--- src/shared/perf_feedback_pkg.sv ---
// Constants, register map and bus structs for the performance feedback unit.
// Assumes one reference clock at 200 MHz and a small fixed number of logical processors.

package perf_feedback_pkg;

  // ---------------------------------------------------------------------------
  // Sizes
  // ---------------------------------------------------------------------------
  localparam int N_LP     = 2;
  localparam int LP_W     = 1;
  localparam int OP_W     = 16;
  localparam int ACT_IN_W = 5;
  localparam int INC_W    = 6;
  localparam int CNT_W    = 64;
  localparam int BUSY_W   = 16;

  // ---------------------------------------------------------------------------
  // Register addresses
  // ---------------------------------------------------------------------------
  localparam logic [31:0] FIXED_RATE_ADDR    = 32'h0000_00e7;
  localparam logic [31:0] DELIVERED_ADDR     = 32'h0000_00e8;
  localparam logic [31:0] CUR_OP_POINT_ADDR  = 32'h0000_0198;
  localparam logic [31:0] OP_POINT_CTL_ADDR  = 32'h0000_0199;
  localparam logic [31:0] MISC_ENABLES_ADDR  = 32'h0000_01a0;

  // ---------------------------------------------------------------------------
  // Field positions and reset values
  // ---------------------------------------------------------------------------
  localparam int         BOOST_DISABLE_BIT  = 38;
  localparam int         DISENGAGE_BIT      = 32;
  localparam logic [OP_W-1:0] OP_POINT_RESET = 16'h0000;
  localparam logic [CNT_W-1:0] CNT_RESET     = 64'h0000_0000_0000_0000;

  // ---------------------------------------------------------------------------
  // Feature query
  // ---------------------------------------------------------------------------
  localparam logic [31:0] QUERY_LEAF_POWER  = 32'h0000_0006;
  localparam int          QUERY_ECX_FB_BIT  = 0;
  localparam int          QUERY_EAX_BST_BIT = 1;

  // ---------------------------------------------------------------------------
  // Count rates
  // ---------------------------------------------------------------------------
  localparam logic [INC_W-1:0] NOMINAL_INC = 6'h08;
  localparam logic [INC_W-1:0] BOOST_STEP  = 6'h04;

  // ---------------------------------------------------------------------------
  // Timing
  // ---------------------------------------------------------------------------
  localparam int CLK_PERIOD_PS     = 5000;
  localparam int TRANSITION_NS     = 1000;
  localparam int TRANSITION_CYCLES = (TRANSITION_NS * 1000 + CLK_PERIOD_PS - 1) / CLK_PERIOD_PS;

  // ---------------------------------------------------------------------------
  // Carriers
  // ---------------------------------------------------------------------------
  typedef struct packed {
    logic             valid;
    logic             write;
    logic [LP_W-1:0]  lp;
    logic [31:0]      addr;
    logic [63:0]      wdata;
  } reg_req_s;

  typedef struct packed {
    logic             valid;
    logic             err;
    logic [63:0]      rdata;
  } reg_rsp_s;

  typedef struct packed {
    logic [31:0]      eax;
    logic [31:0]      ecx;
  } query_rsp_s;

endpackage

--- src/core/perf_counter_pair.sv ---
// One logical processor's fixed-rate and delivered-performance counters.
// Assumes increments are precomputed by the caller and writes come one per cycle.

`timescale 1ns/1ps

module perf_counter_pair (
  input  wire logic                                    i_ref_clk,   // Reference clock
  input  wire logic                                    i_srst,      // Sync reset, high
  input  wire logic                                    i_c0_active, // Processor in C0
  input  wire logic                                    i_ref_tick,  // Reference rate tick
  input  wire logic [perf_feedback_pkg::INC_W-1:0]     i_fixed_inc, // Fixed-rate step
  input  wire logic [perf_feedback_pkg::INC_W-1:0]     i_act_inc,   // Delivered step
  input  wire logic                                    i_wr_fixed,  // Load fixed counter
  input  wire logic                                    i_wr_act,    // Load delivered counter
  input  wire logic [perf_feedback_pkg::CNT_W-1:0]     i_wdata,     // Load value
  output logic      [perf_feedback_pkg::CNT_W-1:0]     o_fixed,     // Fixed-rate count
  output logic      [perf_feedback_pkg::CNT_W-1:0]     o_act        // Delivered count
);
  import perf_feedback_pkg::*;

  logic [CNT_W:0] fixed_sum;
  logic [CNT_W:0] act_sum;
  logic           counting;
  logic           wrap;

  assign counting  = i_c0_active && i_ref_tick;
  assign fixed_sum = {1'b0, o_fixed} + {{(CNT_W + 1 - INC_W){1'b0}}, i_fixed_inc};
  assign act_sum   = {1'b0, o_act} + {{(CNT_W + 1 - INC_W){1'b0}}, i_act_inc};
  // Either carry clears both, except one loaded by a write that cycle, so the ratio restarts from a common origin
  assign wrap      = counting && (fixed_sum[CNT_W] || act_sum[CNT_W]);

  // ---------------------------------------------------------------------------
  // Fixed-rate counter
  // ---------------------------------------------------------------------------
  always_ff @(posedge i_ref_clk) begin
    if (i_srst) begin
      o_fixed <= CNT_RESET;
    end else if (i_wr_fixed) begin
      o_fixed <= i_wdata;
    end else if (wrap) begin
      o_fixed <= CNT_RESET;
    end else if (counting) begin
      o_fixed <= fixed_sum[CNT_W-1:0];
    end
  end

  // ---------------------------------------------------------------------------
  // Delivered-performance counter
  // ---------------------------------------------------------------------------
  always_ff @(posedge i_ref_clk) begin
    if (i_srst) begin
      o_act <= CNT_RESET;
    end else if (i_wr_act) begin
      o_act <= i_wdata;
    end else if (wrap) begin
      o_act <= CNT_RESET;
    end else if (counting) begin
      o_act <= act_sum[CNT_W-1:0];
    end
  end

endmodule // perf_counter_pair

--- src/core/perf_feedback_counters.sv ---
// Performance feedback unit: per-processor counter pairs, operating-point control and boost gating.
// Assumes model-register accesses arrive as one-cycle requests and rate inputs are synchronous.

`timescale 1ns/1ps

module perf_feedback_counters #(
  parameter logic BOOST_SUPPORTED = 1'b1                                  // Part has boost hardware
) (
  input  wire logic                                                i_ref_clk,        // 200 MHz clock
  input  wire logic                                                i_srst,           // Sync reset, high
  input  wire perf_feedback_pkg::reg_req_s                         i_reg_req,        // Register request
  output perf_feedback_pkg::reg_rsp_s                              o_reg_rsp,        // Register answer
  input  wire logic                                                i_query_valid,    // Feature query strobe
  input  wire logic [31:0]                                         i_query_leaf,     // Feature query leaf
  output perf_feedback_pkg::query_rsp_s                            o_query_rsp,      // Feature query data
  output logic                                                     o_query_valid,    // Feature query done
  input  wire logic                                                i_ref_tick,       // Reference rate tick
  input  wire logic [perf_feedback_pkg::N_LP-1:0]                  i_c0_active,      // Per-processor C0
  input  wire logic [perf_feedback_pkg::N_LP-1:0][perf_feedback_pkg::ACT_IN_W-1:0]
                                                                   i_actual_inc,     // Delivered rate
  input  wire logic [perf_feedback_pkg::N_LP-1:0]                  i_headroom_ok,    // Thermal headroom
  input  wire logic [perf_feedback_pkg::N_LP-1:0]                  i_boost_criteria, // Other criteria
  output logic      [perf_feedback_pkg::N_LP-1:0]                  o_boost_active,   // Boost engaged
  output logic      [perf_feedback_pkg::N_LP-1:0]                  o_transition_busy,// Transition running
  output logic      [perf_feedback_pkg::N_LP-1:0][perf_feedback_pkg::OP_W-1:0]
                                                                   o_op_point        // Current point
);
  import perf_feedback_pkg::*;

  localparam logic [BUSY_W-1:0] TRANSITION_LOAD = BUSY_W'(TRANSITION_CYCLES);
  localparam logic [BUSY_W-1:0] BUSY_LAST       = 16'h0001;
  localparam logic [BUSY_W-1:0] BUSY_IDLE       = 16'h0000;

  // ---------------------------------------------------------------------------
  // Helpers
  // ---------------------------------------------------------------------------
  function automatic logic hit(input reg_req_s req, input logic [31:0] addr, input int lp, input logic wr);
    hit = req.valid && (req.write == wr) && (req.addr == addr) && (int'(req.lp) == lp);
  endfunction

  // Boost never lets the delivered rate fall to or below the nominal rate
  function automatic logic [INC_W-1:0] delivered_step(input logic [ACT_IN_W-1:0] raw, input logic boost);
    logic [INC_W-1:0] base;
    base = {{(INC_W - ACT_IN_W){1'b0}}, raw};
    if (boost && base < NOMINAL_INC) begin
      base = NOMINAL_INC;
    end
    delivered_step = boost ? INC_W'(base + BOOST_STEP) : base;
  endfunction

  function automatic logic known_addr(input logic [31:0] addr);
    known_addr = (addr == FIXED_RATE_ADDR) || (addr == DELIVERED_ADDR) ||
                 (addr == CUR_OP_POINT_ADDR) || (addr == OP_POINT_CTL_ADDR) ||
                 (addr == MISC_ENABLES_ADDR);
  endfunction

  // ---------------------------------------------------------------------------
  // State
  // ---------------------------------------------------------------------------
  logic                                boost_disable_reg;
  logic                                boost_enabled;
  logic [N_LP-1:0]                     disengage_reg;
  logic [N_LP-1:0][OP_W-1:0]           target_reg;
  logic [N_LP-1:0][OP_W-1:0]           in_flight_reg;
  logic [N_LP-1:0][OP_W-1:0]           cur_op_reg;
  logic [N_LP-1:0][BUSY_W-1:0]         busy_reg;
  logic [N_LP-1:0]                     pending_reg;
  logic [N_LP-1:0][CNT_W-1:0]          fixed_cnt;
  logic [N_LP-1:0][CNT_W-1:0]          act_cnt;
  logic [N_LP-1:0]                     ctl_wr;
  logic [63:0]                         rdata_next;

  // ---------------------------------------------------------------------------
  // Package-wide boost enable
  // ---------------------------------------------------------------------------
  // A single copy serves all processors; any processor's write lands here
  always_ff @(posedge i_ref_clk) begin
    if (i_srst) begin
      boost_disable_reg <= BOOST_SUPPORTED;
    end else if (i_reg_req.valid && i_reg_req.write && i_reg_req.addr == MISC_ENABLES_ADDR) begin
      boost_disable_reg <= i_reg_req.wdata[BOOST_DISABLE_BIT];
    end
  end

  // Without boost hardware boost stays off whatever the bit holds
  assign boost_enabled = BOOST_SUPPORTED && !boost_disable_reg;

  // ---------------------------------------------------------------------------
  // Per-processor control, transitions and counters
  // ---------------------------------------------------------------------------
  genvar g;
  generate
    for (g = 0; g < N_LP; g++) begin : gen_lp
      assign ctl_wr[g] = hit(i_reg_req, OP_POINT_CTL_ADDR, g, 1'b1);

      always_ff @(posedge i_ref_clk) begin
        if (i_srst) begin
          disengage_reg[g] <= 1'b0;
          target_reg[g]    <= OP_POINT_RESET;
        end else if (ctl_wr[g]) begin
          disengage_reg[g] <= i_reg_req.wdata[DISENGAGE_BIT];
          target_reg[g]    <= i_reg_req.wdata[OP_W-1:0];
        end
      end

      // A write during a transition waits; the latest target starts on completion
      always_ff @(posedge i_ref_clk) begin
        if (i_srst) begin
          busy_reg[g]      <= BUSY_IDLE;
          pending_reg[g]   <= 1'b0;
          in_flight_reg[g] <= OP_POINT_RESET;
          cur_op_reg[g]    <= OP_POINT_RESET;
        end else if (busy_reg[g] == BUSY_LAST) begin
          cur_op_reg[g] <= in_flight_reg[g];
          if (pending_reg[g] || ctl_wr[g]) begin
            in_flight_reg[g] <= ctl_wr[g] ? i_reg_req.wdata[OP_W-1:0] : target_reg[g];
            busy_reg[g]      <= TRANSITION_LOAD;
            pending_reg[g]   <= 1'b0;
          end else begin
            busy_reg[g] <= BUSY_IDLE;
          end
        end else if (busy_reg[g] != BUSY_IDLE) begin
          busy_reg[g] <= busy_reg[g] - BUSY_LAST;
          if (ctl_wr[g]) begin
            pending_reg[g] <= 1'b1;
          end
        end else if (ctl_wr[g]) begin
          in_flight_reg[g] <= i_reg_req.wdata[OP_W-1:0];
          busy_reg[g]      <= TRANSITION_LOAD;
        end
      end

      assign o_boost_active[g] = boost_enabled && !disengage_reg[g] &&
                                 i_headroom_ok[g] && i_boost_criteria[g];
      assign o_transition_busy[g] = (busy_reg[g] != BUSY_IDLE);
      assign o_op_point[g]        = cur_op_reg[g];

      perf_counter_pair u_pair (
        .i_ref_clk   (i_ref_clk),
        .i_srst      (i_srst),
        .i_c0_active (i_c0_active[g]),
        .i_ref_tick  (i_ref_tick),
        .i_fixed_inc (NOMINAL_INC),
        .i_act_inc   (delivered_step(i_actual_inc[g], o_boost_active[g])),
        .i_wr_fixed  (hit(i_reg_req, FIXED_RATE_ADDR, g, 1'b1)),
        .i_wr_act    (hit(i_reg_req, DELIVERED_ADDR, g, 1'b1)),
        .i_wdata     (i_reg_req.wdata),
        .o_fixed     (fixed_cnt[g]),
        .o_act       (act_cnt[g])
      );
    end
  endgenerate

  // ---------------------------------------------------------------------------
  // Register read path
  // ---------------------------------------------------------------------------
  always_comb begin
    rdata_next = 64'h0;
    case (i_reg_req.addr)
      FIXED_RATE_ADDR:   rdata_next = fixed_cnt[i_reg_req.lp];
      DELIVERED_ADDR:    rdata_next = act_cnt[i_reg_req.lp];
      // Status carries only the point; the disengage bit stays out
      CUR_OP_POINT_ADDR: rdata_next = {48'h0, cur_op_reg[i_reg_req.lp]};
      OP_POINT_CTL_ADDR: begin
        rdata_next                = {48'h0, target_reg[i_reg_req.lp]};
        rdata_next[DISENGAGE_BIT] = disengage_reg[i_reg_req.lp];
      end
      MISC_ENABLES_ADDR: rdata_next[BOOST_DISABLE_BIT] = boost_disable_reg;
      default:           rdata_next = 64'h0;
    endcase
  end

  always_ff @(posedge i_ref_clk) begin
    if (i_srst) begin
      o_reg_rsp <= '0;
    end else begin
      o_reg_rsp.valid <= i_reg_req.valid;
      o_reg_rsp.err   <= i_reg_req.valid && !known_addr(i_reg_req.addr);
      o_reg_rsp.rdata <= (i_reg_req.valid && !i_reg_req.write) ? rdata_next : 64'h0;
    end
  end

  // ---------------------------------------------------------------------------
  // Feature query
  // ---------------------------------------------------------------------------
  always_ff @(posedge i_ref_clk) begin
    if (i_srst) begin
      o_query_rsp   <= '0;
      o_query_valid <= 1'b0;
    end else begin
      o_query_valid <= i_query_valid;
      o_query_rsp   <= '0;
      if (i_query_valid && i_query_leaf == QUERY_LEAF_POWER) begin
        o_query_rsp.ecx[QUERY_ECX_FB_BIT]  <= 1'b1;
        o_query_rsp.eax[QUERY_EAX_BST_BIT] <= boost_enabled;
      end
    end
  end

endmodule // perf_feedback_counters

--- config.mk ---
export PLATFORM = sky130hd
export DESIGN_NAME = perf_feedback_counters
export DESIGN_NICKNAME = d
export VERILOG_FILES = /design/src/shared/perf_feedback_pkg.sv /design/src/core/perf_counter_pair.sv /design/src/core/perf_feedback_counters.sv
export SDC_FILE = /design/constraint.sdc
export NUM_CORES = 1
export LEC_CHECK = 0
export ABC_CLOCK_PERIOD_IN_PS = 8400
export BUFFER_PORTS_ARGS = -buffer_cell sky130_fd_sc_hd__buf_4
export CORE_MARGIN = 3
export CORE_UTILIZATION = 25
export CTS_BUF_LIST = sky130_fd_sc_hd__clkbuf_4 sky130_fd_sc_hd__clkbuf_8
export CTS_CLUSTER_DIAMETER = 60
export DETAILED_ROUTE_END_ITERATION = 7
export GPL_TIMING_DRIVEN = 0
export PLACE_DENSITY = 0.4
export SETUP_SLACK_MARGIN = 0.4
export SYNTH_ARGS = -nofsm -noshare
export SYNTH_HDL_FRONTEND = slang
export SYNTH_HIERARCHICAL = 1
export SYNTH_SLANG_ARGS = --single-unit
--- constraint.sdc ---
create_clock -name i_ref_clk -period 8.4 [get_ports i_ref_clk]
set_input_delay 0.42 -clock i_ref_clk [delete_from_list [all_inputs] [get_ports i_ref_clk]]
set_output_delay 0.42 -clock i_ref_clk [all_outputs]
set_load 0.03 [all_outputs]
==> results.md <==
- RSZ-0062 raised after global routing: no
- Later-pin clock latency in the skew report: approximately 780 ps
- WS Path Type: flip-flop to flip-flop
- Core area: 0.111 mm2
- IO buf count: about 260
- Crit path top cell by count: nand2_1
- Syn. warnings: 6
- Worst-path clk slew: ~60 ps
- ANT nets after route: 0
- Top flop regs: gen_lp.u_pair/o_act x128, gen_lp.u_pair/o_fixed x128, o_reg_rsp x66
- Synthesized cell area: 0.0283 mm2
- Residual DRC: 0
- VDD IR max: between 0.09 and 0.1 mV
- Worst hold slack: 78.0 ps
- Initial drt markers: ~4200
- FF-to-FF End: gen_lp[0].u_pair/o_act[32]
- Largest net degree at the start of global routing: 14
- CTS root buf: clkbuf_8
- CP startpoint kind: flip-flop
- R2R setup slack: 2410 ps
- Crit path cell chain: nor3_1, and2_1, nand2_1, xnor2_1, ha_1, a21o_1, a21oi_1, a2111oi_4, a22o_1, nor2_1, clkbuf_1, nand2_1, o31ai_1
- Initial antenna violation count: 13
- CP Buf/Inv Count: 1
- Arr. time, crit path: about 6700 ps
- Detail Placement HPWL: between 100 and 150 mm
- Critical Path Slowest Stage Cell: nor3_1
- CP endpoint kind: flip-flop
- Area grow syn2layout: 24.2%
- CTS tree: yes
- Critical R2R Launch: boost_disable_reg
- Boundary pin count: approximately 320
- Routed len/inst: 30.0 um
- Pleak: between 10 and 15 nW
- Vias in the first global route: around 30000
- Final Hold Fails: 0
- H-Tree Level Count: 3
- Post-synth ARST share: 0%
- Hold path endpoint: target_reg[27]
- Status: finished, final reports clean
- Die Area: approximately 0.12 mm2
- Share of post-route cells with drive strength above 1: about 15%
- Worst-margin pin slew: 1300 ps
- CP top delay family: simple AND/OR/NAND/NOR gates
- Starting Density: 25.4%
- Flops & latches, synth: around 460
- First-pass GRT wire length: 236 mm
- Worst hold stages: 3
- Vias: about 33000
- HP Start: i_reg_req[11]
- Required @ worst endpoint: roughly 9000 ps
- GR Overflow Total: 0
- Cells after Synth: around 3600
- Gp weighted congestion: between 0.9 and 1
- CP peak stage delay: 880 ps
- Main synth FF type: dfxtp_1
- CTS Buffer Depth: 3
- Netlist cell types: about 100
- Placed Cells: ~5500
- Crit Path Max Fanout: 10
- Drt first pass iters: 5
- Slew HR: between 10% and 20%
- Fmax: between 0.15 and 0.2 GHz
- Post_cts resized: 0
- Reg2reg path depth: 13
- Setup violators final: 0
- Seq/Total Area, Yosys: between 30% and 40%
- Hold Path Class: input pin to flip-flop
- Avg Inst Size Synth: just under 8 um2
- Final period util: 71.3%
- Number of CTS-inserted buffers: 94
- Layout Cells excl Fill: between 5000 and 6000
- Num Clock Sinks: between 400 and 500
- Max Clock Skew: approximately 48 ps
- Min cycle time layout: between 5000 and 6000 ps
- Final nets: 4312
- Cell Rows: around 120
- Die X: roughly 340 um
- Drt total wl: around 170 mm
- Max-cap violations: 0
- GRT Util Overall: 28.0%
- Sum of negative setup slack: 0 ps
- Chip Height: roughly 340 um
- PD cells: ~170 mW/mm2
- Post-synth EDFFs: 0
- Vias/cell: ~5.8
- Max Slew Vio Count: 0
## metal layers
layer  vias up  track usage, %  routed length [um]
met5         -               0                  24
met4         4            10.8                7180
met3       358            4.44               15300
met2      1918            41.4               71400
met1     16200            40.4               76800
li1      14500               -                   -
## worst max path at each step
stage / from / endpoint / slack, ps / cells after the start
6_report: boost_disable_reg / gen_lp[0].u_pair/o_act[32] / 2410 / 13
4_1_cts: boost_disable_reg / gen_lp[0].u_pair/o_fixed[22] / 2570 / 14
3_5_place_dp: i_boost_criteria[0] / gen_lp[0].u_pair/o_fixed[22] / 2320 / 16
3_3_place_gp: i_boost_criteria[0] / gen_lp[0].u_pair/o_act[32] / 2180 / 15
2_1_floorplan: i_boost_criteria[0] / gen_lp[0].u_pair/o_fixed[58] / 4180 / 14
5_1_grt: boost_disable_reg / gen_lp[0].u_pair/o_fixed[45] / 2280 / 15
## power by group
group	switching (W)	leakage (nW)	internal (W)
combinational	0.000724	7.57	0.000361
clock	0.00115	1.07	0.00150
sequential	0.0000782	3.70	0.00224
## worst reg2reg max path, stage by stage, from the launching register on
cell and delay [ps]:
dfxtp_1 410, nor3_1 890, and2_1 270, nand2_1 90
xnor2_1 130, ha_1 380, a21o_1 200, a21oi_1 670
a2111oi_4 220, a22o_1 360, nor2_1 830, clkbuf_1 780
nand2_1 390, o31ai_1 310
## cells in the mapped netlist (11+ instances only)
master	instances	area, um2
dfxtp_1	458	9170
nand2_1	376	1410
nor2_1	284	1070
a21oi_1	272	1360
clkbuf_1	190	713
nand3_1	160	801
mux2i_1	156	1560
nor3_1	139	696
inv_1	138	518
o21ai_0	129	646
a221oi_1	109	955
nor4_1	107	669
nand4_1	86	538
a31oi_1	81	507
and3_1	74	463
buf_4	65	488
o22a_1	52	455
o22ai_1	43	269
xnor2_1	39	342
and4_1	35	307
buf_2	35	175
o211ai_1	35	263
a21o_1	30	225
ha_1	29	363
nor2b_1	29	181
or3_1	29	181
o311ai_0	26	228
or4_1	25	188
and2_1	22	138
o21a_1	21	158
or2_2	20	125
a211oi_1	16	120
buf_1	16	60.1
a22oi_1	15	113
o31a_1	15	131
nor4_2	14	175
xor2_1	14	123
a32oi_1	13	114
o31ai_1	13	97.6
a22o_1	11	96.3
nand2b_1	11	68.8
## cells by family (layout without fill, tap and decap cells)
logic type / count (synthesis) / count (layout) / share of synthesized area (%)
multiplexers: 163 / 163 / 5.80
buffers and inverters: 451 / 940 / 7.20
XOR/XNOR: 53 / 53 / 1.64
AO/OA/AOI/OAI: 990 / 990 / 24.1
other: 2 / 81 / 0.0266
adder cells (fa/ha/maj): 33 / 33 / 1.57
flip-flops: 458 / 458 / 32.4
AND/OR/NAND/NOR: 1482 / 1482 / 27.2
## area by class of cell
class                      instances  area [um2]
fill                           12200       76300
multi-input combinational       2797       17400
sequential                       458        9170
timing repair buffer             326        2620
tap                             1488        1860
clock buffer                     144        1820
buffer                           313        1520
inverter                         138         518
clock inverter                    19         223
antenna                            5        12.5
## through the flow
| step | setup WS, ps | power [W] | instance area [um2] | utilization (%) |
|---|---|---|---|---|
| 2_1_floorplan | 4180 | 0.00298 | 28500 | - |
| 5_1_grt | 2280 | 0.00629 | 35100 | 31.5 |
| 3_3_place_gp | 2180 | 0.00340 | 32300 | 29.0 |
| 6_report | 2410 | 0.00605 | 35100 | 31.5 |
| 3_5_place_dp | 2320 | 0.00340 | 32300 | 29.0 |
| 4_1_cts | 2570 | 0.00609 | 35100 | 31.5 |
## cell usage in the layout (no fill, tap or decap), drive strengths merged, types with 16 or more instances in the layout
master,instances
a211oi,17
a21o,31
a21oi,272
a221oi,110
a22oi,16
a31oi,81
and2,26
and3,76
and4,36
buf,377
clkbuf,336
conb,76
dfxtp,458
dlygate4sd3,70
ha,29
inv,142
mux2i,156
nand2,376
nand3,161
nand4,88
nor2,296
nor2b,29
nor3,139
nor4,123
o211ai,35
o21a,21
o21ai,131
o22a,52
o22ai,43
o311ai,26
or2,23
or3,31
or4,27
xnor2,39
## timing repair
action / 4_1_cts / 5_1_grt
endpoints found under the hold margin: 138 / 0
hold buffers: 69 / 0
endpoints found under the setup margin: 0 / 0
setup buffers: 0 / 0
Note: power is estimated with default switching activity, not from simulation.
